==> config.mk <==
export PLATFORM = sky130hd
export DESIGN_NAME = fspk_top
export DESIGN_NICKNAME = d
export VERILOG_FILES = /design/src/fspk_pkg.sv /design/src/fspk_top.sv
export SDC_FILE = /design/constraint.sdc
export NUM_CORES = 1
export LEC_CHECK = 0
export BUFFER_PORTS_ARGS = -buffer_cell sky130_fd_sc_hd__clkbuf_2
export CAP_MARGIN = 20
export CORE_UTILIZATION = 37
export DETAILED_ROUTE_END_ITERATION = 10
export PLACE_DENSITY = 0.89
export SETUP_SLACK_MARGIN = 0.2
export SLEW_MARGIN = 25
export SYNTH_ARGS = -nofsm -noshare
export SYNTH_HDL_FRONTEND = slang
export SYNTH_SLANG_ARGS = --single-unit
==> constraint.sdc <==
create_clock -name pclk -period 1.7 [get_ports pclk]
set_clock_uncertainty 0.05 [all_clocks]
set_input_delay 0.085 -clock pclk [delete_from_list [all_inputs] [get_ports pclk]]
set_output_delay 0.085 -clock pclk [all_outputs]
set_load 0.03 [all_outputs]
==> src/fspk_pkg.sv <==
// Constants for the flash status and protection key block.
// Assumes a 32-bit APB with byte addresses and the 10 MHz pclk.
package fspk_pkg;

    // ************************************************************
    // Register byte addresses
    // ************************************************************
    localparam logic [31:0] FSPK_ADDR_DBG_MODE  = 32'hFFFF_E510;
    localparam logic [31:0] FSPK_ADDR_DBG_KEY   = 32'hFFFF_E514;
    localparam logic [31:0] FSPK_ADDR_ROM_CTRL  = 32'hFFFF_E518;
    localparam logic [31:0] FSPK_ADDR_ROM_KEY   = 32'hFFFF_E51C;
    localparam logic [31:0] FSPK_ADDR_FLASH_STS = 32'hFFFF_E520;

    // ************************************************************
    // Key values and field positions
    // ************************************************************
    localparam logic [31:0] FSPK_ROM_KEY_VAL    = 32'h0000_003D;
    localparam logic [31:0] FSPK_DBG_KEY_VAL    = 32'h0000_00C5;
    localparam int          FSPK_BIT_READY      = 0;
    localparam int          FSPK_BIT_ROM_TYPE   = 2;
    localparam int          FSPK_PROT_LSB       = 4;
    localparam int          FSPK_PROT_MSB       = 7;
    localparam int          FSPK_BIT_GUARD_ON   = 0;
    localparam int          FSPK_NUM_BLOCKS     = 4;

    // ************************************************************
    // Reset values, all-protect pattern and full byte strobe
    // ************************************************************
    localparam logic [31:0] FSPK_RST_WORD       = 32'h0000_0000;
    localparam logic        FSPK_RST_READY      = 1'b1;
    localparam logic        FSPK_RST_GUARD_ON   = 1'b1;
    localparam logic        FSPK_RST_DBG_OFF    = 1'b1;
    localparam logic [3:0]  FSPK_RST_PROT       = 4'h0;
    localparam logic [3:0]  FSPK_ALL_PROT       = 4'hF;
    localparam logic [3:0]  FSPK_FULL_STRB      = 4'hF;

    // ************************************************************
    // Flash operation states
    // ************************************************************
    typedef enum logic [1:0] {
        FSPK_ST_READY = 2'b00,
        FSPK_ST_BUSY  = 2'b01,
        FSPK_ST_FAULT = 2'b10
    } fspk_state_t;

endpackage : fspk_pkg

==> src/fspk_top.sv <==
// Flash ready flag, block protect status and ROM/debug guard key registers.
// Assumes an APB master on pclk and a flash sequencer on the same clock;
// por_n and presetn are asynchronous, active low.
//
// Function
// Ready flag low while busy, accept when high
// Faulted operation keeps ready flag low
// Hardware reset restores ready flag high
// Software checks ready before issuing commands
// System reset or reset command recovers
// Bit 2 shows ROM type, mask is 1
// Bits 7:4 show per-block protect status
// Writes to protected blocks are refused
// Guard regs: power-on reset only on flash
// Software uses full 32-bit accesses only
// Key 0x3D commits pending ROM guard bit
// Protected guard regs reachable only from ROM
// ROM key write-only, reads not data
// Debug key write-only, resets to zero
// Software never relies on key readback
// ROM protection when flash protected and bit set
// ROM guard bit resets to one
// ROM guard changes need value then key
// Debug guard changes need bit then key
// Wrong key leaves protection bits unchanged
//
// The APB interface to the registers was decided locally.
`timescale 1ns/1ps

module fspk_top
    import fspk_pkg::*;
#(
    parameter bit MASK_ROM = 1'b0
) (
    input  wire logic                       pclk,
    input  wire logic                       presetn,
    input  wire logic                       por_n,
    input  wire logic                       psel,
    input  wire logic                       penable,
    input  wire logic                       pwrite,
    input  wire logic [31:0]                paddr,
    input  wire logic [31:0]                pwdata,
    input  wire logic [3:0]                 pstrb,
    output logic      [31:0]                prdata,
    output logic                            pready,
    output logic                            pslverr,
    input  wire logic                       rom_fetch,
    input  wire logic                       cmd_req,
    input  wire logic                       reset_cmd,
    input  wire logic                       op_done,
    input  wire logic                       op_fault,
    input  wire logic [FSPK_NUM_BLOCKS-1:0] blk_prot_in,
    input  wire logic                       blk_wr_req,
    input  wire logic [1:0]                 blk_wr_idx,
    output logic                            cmd_go,
    output logic                            blk_wr_ok,
    output logic                            flash_ready_flag,
    output logic                            rom_prot_active,
    output logic                            dbg_prot_active
);

    // ************************************************************
    // Registers
    // ************************************************************
    fspk_state_t                state_r;
    fspk_state_t                state_nxt;
    // Own flop for the flag so the pin never shows a decode glitch
    logic                       ready_r;
    logic                       pready_r;
    logic                       pslverr_r;
    logic [31:0]                prdata_r;
    logic                       cmd_go_r;
    logic                       blk_wr_ok_r;
    logic [FSPK_NUM_BLOCKS-1:0] prot_r;
    logic                       rom_on_r;
    logic                       rom_pend_r;
    logic                       dbg_off_r;
    logic                       dbg_pend_r;
    logic [31:0]                dbg_key_r;
    logic                       rom_prot_r;
    logic                       dbg_prot_r;

    // ************************************************************
    // Bus decode
    // ************************************************************
    wire        acc_phase   = psel & penable;
    wire        acc_done    = acc_phase & pready_r;
    wire        hit_dmode   = (paddr == FSPK_ADDR_DBG_MODE);
    wire        hit_dkey    = (paddr == FSPK_ADDR_DBG_KEY);
    wire        hit_rctrl   = (paddr == FSPK_ADDR_ROM_CTRL);
    wire        hit_rkey    = (paddr == FSPK_ADDR_ROM_KEY);
    wire        hit_sts     = (paddr == FSPK_ADDR_FLASH_STS);
    wire        hit_guard   = hit_dmode | hit_dkey | hit_rctrl | hit_rkey;
    wire        hit_any     = hit_guard | hit_sts;
    // Narrow writes refused rather than merged half-way into a key
    wire        narrow_wr   = pwrite & (pstrb != FSPK_FULL_STRB);
    // Guard registers locked against code outside ROM
    wire        lock_viol   = hit_guard & rom_prot_r & ~rom_fetch;
    wire        sts_wr      = hit_sts & pwrite;
    wire        acc_err     = ~hit_any | narrow_wr | lock_viol | sts_wr;
    wire        wr_ok       = acc_done & pwrite & ~acc_err;
    wire        wr_dmode    = wr_ok & hit_dmode;
    wire        wr_dkey     = wr_ok & hit_dkey;
    wire        wr_rctrl    = wr_ok & hit_rctrl;
    wire        wr_rkey     = wr_ok & hit_rkey;
    wire        rkey_match  = (pwdata == FSPK_ROM_KEY_VAL);
    wire        dkey_match  = (pwdata == FSPK_DBG_KEY_VAL);
    wire        ready_bit   = (state_r == FSPK_ST_READY);
    wire        flash_prot  = MASK_ROM | (prot_r == FSPK_ALL_PROT);

    // Key registers read as zero, never as the stored value
    wire [31:0] sts_word    = {24'h00_0000, prot_r, 1'b0, MASK_ROM,
                               1'b0, ready_bit};
    wire [31:0] rctrl_word  = {31'h0000_0000, rom_on_r};
    wire [31:0] dmode_word  = {31'h0000_0000, dbg_off_r};
    wire [31:0] rd_word     = (hit_sts   & ~acc_err) ? sts_word   :
                              (hit_rctrl & ~acc_err) ? rctrl_word :
                              (hit_dmode & ~acc_err) ? dmode_word :
                              FSPK_RST_WORD;

    // Guard registers follow the power-on reset only on the flash part
    wire        guard_rst_n = MASK_ROM ? (presetn & por_n) : por_n;

    // ************************************************************
    // APB slave: one wait state, answer from flops
    // ************************************************************
    always_ff @(posedge pclk or negedge presetn) begin
        if (!presetn) begin
            pready_r  <= 1'b0;
            pslverr_r <= 1'b0;
            prdata_r  <= FSPK_RST_WORD;
        end else begin
            pready_r  <= acc_phase & ~pready_r;
            pslverr_r <= acc_phase & ~pready_r & acc_err;
            prdata_r  <= (acc_phase & ~pready_r & ~pwrite) ? rd_word : FSPK_RST_WORD;
        end
    end

    // ************************************************************
    // Ready/busy state
    // ************************************************************
    always_comb begin
        state_nxt = state_r;
        unique case (state_r)
            FSPK_ST_READY: begin
                if (cmd_req && !MASK_ROM) begin
                    state_nxt = FSPK_ST_BUSY;
                end
            end
            FSPK_ST_BUSY: begin
                if (op_done && op_fault) begin
                    state_nxt = FSPK_ST_FAULT;
                end else if (op_done) begin
                    state_nxt = FSPK_ST_READY;
                end
            end
            FSPK_ST_FAULT: begin
                state_nxt = FSPK_ST_FAULT;
            end
            default: begin
                state_nxt = FSPK_ST_READY;
            end
        endcase
        if (reset_cmd) begin
            state_nxt = FSPK_ST_READY;
        end
    end

    always_ff @(posedge pclk or negedge presetn) begin
        if (!presetn) begin
            state_r  <= FSPK_ST_READY;
            ready_r  <= FSPK_RST_READY;
            cmd_go_r <= 1'b0;
        end else begin
            state_r  <= state_nxt;
            ready_r  <= (state_nxt == FSPK_ST_READY);
            cmd_go_r <= cmd_req & ready_bit & ~reset_cmd & ~MASK_ROM;
        end
    end

    // ************************************************************
    // Block protect status and write gate
    // ************************************************************
    always_ff @(posedge pclk or negedge presetn) begin
        if (!presetn) begin
            prot_r      <= FSPK_RST_PROT;
            blk_wr_ok_r <= 1'b0;
        end else begin
            prot_r      <= blk_prot_in;
            blk_wr_ok_r <= blk_wr_req & ~prot_r[blk_wr_idx];
        end
    end

    // ************************************************************
    // Guard bits: staged value, committed by key
    // ************************************************************
    // A wrong key leaves the live bit alone; staged value persists
    always_ff @(posedge pclk or negedge guard_rst_n) begin
        if (!guard_rst_n) begin
            rom_on_r   <= FSPK_RST_GUARD_ON;
            rom_pend_r <= FSPK_RST_GUARD_ON;
            dbg_off_r  <= FSPK_RST_DBG_OFF;
            dbg_pend_r <= FSPK_RST_DBG_OFF;
            dbg_key_r  <= FSPK_RST_WORD;
        end else begin
            if (wr_rctrl) begin
                rom_pend_r <= pwdata[FSPK_BIT_GUARD_ON];
            end
            if (wr_rkey && rkey_match) begin
                rom_on_r <= rom_pend_r;
            end
            if (wr_dmode) begin
                dbg_pend_r <= pwdata[FSPK_BIT_GUARD_ON];
            end
            if (wr_dkey) begin
                dbg_key_r <= pwdata;
            end
            if (wr_dkey && dkey_match) begin
                dbg_off_r <= dbg_pend_r;
            end
        end
    end

    always_ff @(posedge pclk or negedge presetn) begin
        if (!presetn) begin
            rom_prot_r <= 1'b0;
            dbg_prot_r <= 1'b0;
        end else begin
            rom_prot_r <= flash_prot & rom_on_r;
            dbg_prot_r <= flash_prot & dbg_off_r;
        end
    end

    // ************************************************************
    // Outputs
    // ************************************************************
    assign prdata           = prdata_r;
    assign pready           = pready_r;
    assign pslverr          = pslverr_r;
    assign cmd_go           = cmd_go_r;
    assign blk_wr_ok        = blk_wr_ok_r;
    assign flash_ready_flag = ready_r;
    assign rom_prot_active  = rom_prot_r;
    assign dbg_prot_active  = dbg_prot_r;

    // ************************************************************
    // Assertions
    // ************************************************************
    property p_busy_after_go;
        @(posedge pclk) disable iff (!presetn)
        $rose(cmd_go) |-> !flash_ready_flag;
    endproperty
    a_busy_after_go: assert property (p_busy_after_go)
        else $error("flag high right after command start");

    property p_no_go_when_busy;
        @(posedge pclk) disable iff (!presetn)
        (!flash_ready_flag) |=> !cmd_go || $past(reset_cmd);
    endproperty
    a_no_go_when_busy: assert property (p_no_go_when_busy)
        else $error("command accepted while busy");

    property p_fault_stays_low;
        @(posedge pclk) disable iff (!presetn)
        (state_r == FSPK_ST_BUSY && op_done && op_fault && !reset_cmd)
            |=> !flash_ready_flag ##1 (!flash_ready_flag || $past(reset_cmd));
    endproperty
    a_fault_stays_low: assert property (p_fault_stays_low)
        else $error("flag rose after faulted operation");

    property p_reset_cmd_recovers;
        @(posedge pclk) disable iff (!presetn)
        reset_cmd |=> flash_ready_flag;
    endproperty
    a_reset_cmd_recovers: assert property (p_reset_cmd_recovers)
        else $error("reset command did not restore ready");

    property p_sts_read;
        @(posedge pclk) disable iff (!presetn)
        (acc_phase && !pready_r && !pwrite && hit_sts)
            |=> prdata[FSPK_BIT_READY] == $past(ready_bit)
             && prdata[FSPK_BIT_ROM_TYPE] == MASK_ROM
             && prdata[FSPK_PROT_MSB:FSPK_PROT_LSB] == $past(prot_r);
    endproperty
    a_sts_read: assert property (p_sts_read)
        else $error("status word does not match state");

    property p_blk_refused;
        @(posedge pclk) disable iff (!presetn)
        (blk_wr_req && prot_r[blk_wr_idx]) |=> !blk_wr_ok;
    endproperty
    a_blk_refused: assert property (p_blk_refused)
        else $error("write to protected block allowed");

    property p_rom_commit;
        @(posedge pclk) disable iff (!presetn || !guard_rst_n)
        (wr_rkey && rkey_match) |=> rom_on_r == $past(rom_pend_r);
    endproperty
    a_rom_commit: assert property (p_rom_commit)
        else $error("ROM key did not commit staged bit");

    property p_wrong_key_keeps;
        @(posedge pclk) disable iff (!presetn || !guard_rst_n)
        (!(wr_rkey && rkey_match) && !(wr_dkey && dkey_match))
            |=> $stable(rom_on_r) && $stable(dbg_off_r);
    endproperty
    a_wrong_key_keeps: assert property (p_wrong_key_keeps)
        else $error("guard bit changed without key");

    property p_lock_refused;
        @(posedge pclk) disable iff (!presetn)
        (acc_phase && !pready_r && hit_guard && rom_prot_r && !rom_fetch)
            |=> pready && pslverr;
    endproperty
    a_lock_refused: assert property (p_lock_refused)
        else $error("locked guard access not refused");

    property p_key_reads_zero;
        @(posedge pclk) disable iff (!presetn)
        (acc_phase && !pready_r && !pwrite && (hit_rkey || hit_dkey))
            |=> prdata == FSPK_RST_WORD;
    endproperty
    a_key_reads_zero: assert property (p_key_reads_zero)
        else $error("key register value leaked on read");

    property p_rom_prot_follow;
        @(posedge pclk) disable iff (!presetn)
        ##1 rom_prot_active == $past(flash_prot && rom_on_r);
    endproperty
    a_rom_prot_follow: assert property (p_rom_prot_follow)
        else $error("ROM protection state wrong");

    property p_ready_after_done;
        @(posedge pclk) disable iff (!presetn)
        (state_r == FSPK_ST_BUSY && op_done && !op_fault) |=> flash_ready_flag;
    endproperty
    a_ready_after_done: assert property (p_ready_after_done)
        else $error("flag stayed low after clean operation end");

    property p_dbg_commit;
        @(posedge pclk) disable iff (!presetn || !guard_rst_n)
        (wr_dkey && dkey_match) |=> dbg_off_r == $past(dbg_pend_r);
    endproperty
    a_dbg_commit: assert property (p_dbg_commit)
        else $error("debug key did not commit staged bit");

    property p_locked_write_ignored;
        @(posedge pclk) disable iff (!presetn || !guard_rst_n)
        (acc_done && pwrite && lock_viol)
            |=> $stable(rom_pend_r) && $stable(dbg_pend_r);
    endproperty
    a_locked_write_ignored: assert property (p_locked_write_ignored)
        else $error("locked guard write took effect");

endmodule : fspk_top

==> summary.md <==
| Metric | Value |
|---|---|
| PnR Total Power | `0.00114 W` |
| Fin crit period | `1.56 ns` |
| Fraction of layout cells with a size suffix above 1 | `0.518` |
| Die area | `0.00386 sq mm` |
| First-pass GRT wire length | `4640 microns` |
| Total Wirelength | `3530 microns` |
| Setup Crit Path Kind | `register to register` |
| FMAX | `642 MHz` |
| Layout Cells excl Fill | `293` |
| Synth area leader | `dfrtp_1` |
| Worst IR Drop VDD | `0.276 mV` |
| Clk_lat worst skew | `0.31 ns` |
| H-tree depth | `1` |
| Core footprint | `0.00339 sq mm` |
| Via density per instance | `4.59` |
| Chip Width | `62.1 microns` |
| Place WS | `-0.000717 ns` |
| Power Density | `570 mW/mm^2` |
| Synth Area per Inst | `10.1 sq um` |
| Worst Hold Endpoint | `prdata[0]` |
| Commonest non-fill, non-tap cell in the layout | `clkbuf_2` |
| Final core utilization | `0.588` |
| Pins Over Slew Limit | `0` |
| Vias in the first global route | `1073` |
| Crit end category | `register` |
| TritonCTS Buffers | `3` |
| Fin nets | `334` |
| CTS tree | `done` |
| Worst Slack Setup Final | `0.143 ns` |
| Hold path depth | `3` |
| Slew Limit Headroom | `0.530` |
| Via count | `1344` |
| Synth area leaders | `dfrtp_1 (32%), buf_4 (15%), dfstp_2 (9.8%)` |
| ANT cells | `0` |
| Final hold slack | `0.00803 ns` |
| Detailed-route DRC error count | `0` |
| Clock transition at path regs | `0.12 ns` |
| Number of placed I/O pins | `125` |
| Remaining antenna violation count | `0` |
| Crit Path Max Fanout | `4` |
| Status | `finished, final reports clean` |
| Synth top area share | `0.318` |
| Async SR Flop Fraction | `1.00` |
| Die height | `62.1 microns` |
| Initial antenna violation count | `0` |
| Hold Vio Cnt, Final | `0` |
| Fill count | `276` |
| Hold path start | `pwrite` |
| Synth Flop Type | `dfrtp_1` |
| Most frequent cells in the layout | `clkbuf_2 (97), conb_1 (27), dfrtp_1 (15), dlygate4sd3_1 (12), nand4_1 (10)` |
| First-pass DRT Iterations | `4` |
| Worst-Margin Slew | `0.687 ns` |
| Clk sinks | `22` |
| Area grow syn2layout | `49.2%` |
| Library cells used by synthesis | `34` |
| RSZ-0062 raised after global routing | `yes` |
| Post-synth EDFFs | `0` |
| Row cnt | `21` |
| FF-to-FF setup slack | `0.14 ns` |
| P_leak | `1.01 nW` |
| Initial Util | `0.394` |
| Congestion Overflow GR | `0` |
| Max-capacitance violation count | `0` |
| Routed length per instance | `12.0 microns` |
| Placed Cells | `275` |
| # port buffers | `97` |
| Worst EP arrival | `1.76 ns` |
| Synth Instances | `132` |
| Root buf cell | `clkbuf_4` |
| Global-route usage over all layers | `0.174` |
| Setup Viol. Count Final | `0` |
| Hold Crit Class | `input pin to register` |
| DP HPWL | `2870 microns` |
| Worst setup SP type | `register` |
| GP Congestion | `0.761` |
| Worst reg2reg path depth | `5` |
| Bufs on Longest Clock Path | `2` |
| Mapped cell area | `0.00134 sq mm` |
| Seq/Total Area, Yosys | `0.417` |
| FF+latch count, synth | `22` |
| Largest net degree at the start of global routing | `19` |
| Worst EP required | `1.90 ns` |
| DRT iter0 DRCs | `56` |
| RR Startpoint | `pready` |
| Yosys warns | `0` |
| Final period util | `0.916` |
| Worst r2r dst | `dbg_off_r` |
-- cell families (layout without fill, tap and decap cells) --
kind of cell           after synthesis  count (layout)  synth area share
AND/OR/NAND/NOR                     65              65             0.331
buffers and inverters               33             122             0.169
AO/OA/AOI/OAI                        6               6            0.0300
multiplexers                         5               5            0.0506
other                                1              27           0.00281
flip-flops                          22              22             0.417
-- per-layer routing --
layer,share of wire,vias to the layer above,global-route usage
li1,-,658,-
met1,0.38,603,0.204
met2,0.53,70,0.289
met3,0.053,13,0.0290
met4,0.034,0,0.117
met5,0,-,0
-- Yosys cell counts, types with 3 or more instances --
cell / number
buf_4: 27
dfrtp_1: 17
dfstp_2: 5
inv_1: 6
mux2_1: 4
nand2_1: 5
nand2b_1: 4
nand4_1: 10
nand4b_1: 3
nor2_1: 9
nor2_2: 5
nor2b_1: 3
nor4_1: 9
-- flip-flops by register name (all words and copies together) (netlist names) --
register / count
dbg_off_r: 1
cmd_go: 1
dbg_prot_active: 1
rom_pend_r: 1
rom_prot_active: 1
dbg_pend_r: 1
state_r: 2
prdata: 5
rom_on_r: 1
pready: 1
prot_r: 4
pslverr: 1
flash_ready_flag: 1
blk_wr_ok: 1
-- timing repair --
action,CTS,global route
pin swaps,2,0
hold buffers,11,1
hold endpoints to repair,34,2
setup buffers,2,0
resized for setup,6,0
endpoints found under the setup margin,8,8
-- how the worst max path moves through the flow --
stage	startpoint	to	slack, ns	cells after the start
detailed placement	paddr[1]	rom_pend_r	-0.0007	6
finish	pready	dbg_off_r	0.14	5
floorplan	pready	prdata[4]	0.12	3
CTS	rom_prot_active	dbg_off_r	0.15	5
global route	pready	rom_on_r	0.08	5
global placement	paddr[1]	rom_pend_r	0.06	6
-- area by class of cell --
class | instances | area [sq um] | share of cell area
tap | 46 | 57.6 | 0.0289
sequential | 22 | 559 | 0.281
timing repair buffer | 112 | 628 | 0.315
inverter | 6 | 22.5 | 0.0113
clock buffer | 4 | 36.3 | 0.0182
multi-input combinational | 103 | 689 | 0.346
-- where the power goes --
part	internal, W	switching, W	total (W)
Combinational	0.000120	0.000177	0.000297
Sequential	0.000542	0.0000114	0.000553
Clock	0.000131	0.000156	0.000287
-- metrics by stage --
stage	cell area (sq um)	setup TNS, ns
5_1_grt	1990	0
2_1_floorplan	1440	0
3_3_place_gp	1780	0
6_report	1990	0
3_5_place_dp	1780	-0.000717
4_1_cts	1980	0
-- worst max-delay path: stages (launching register included) --
cell and delay (ns):
dfrtp_2 0.41, nand4_1 0.14, nand4b_1 0.22, nor4_2 0.19, nand4_1 0.16, mux2_1 0.33
No activity file was read; power rests on OpenSTA's default activity.
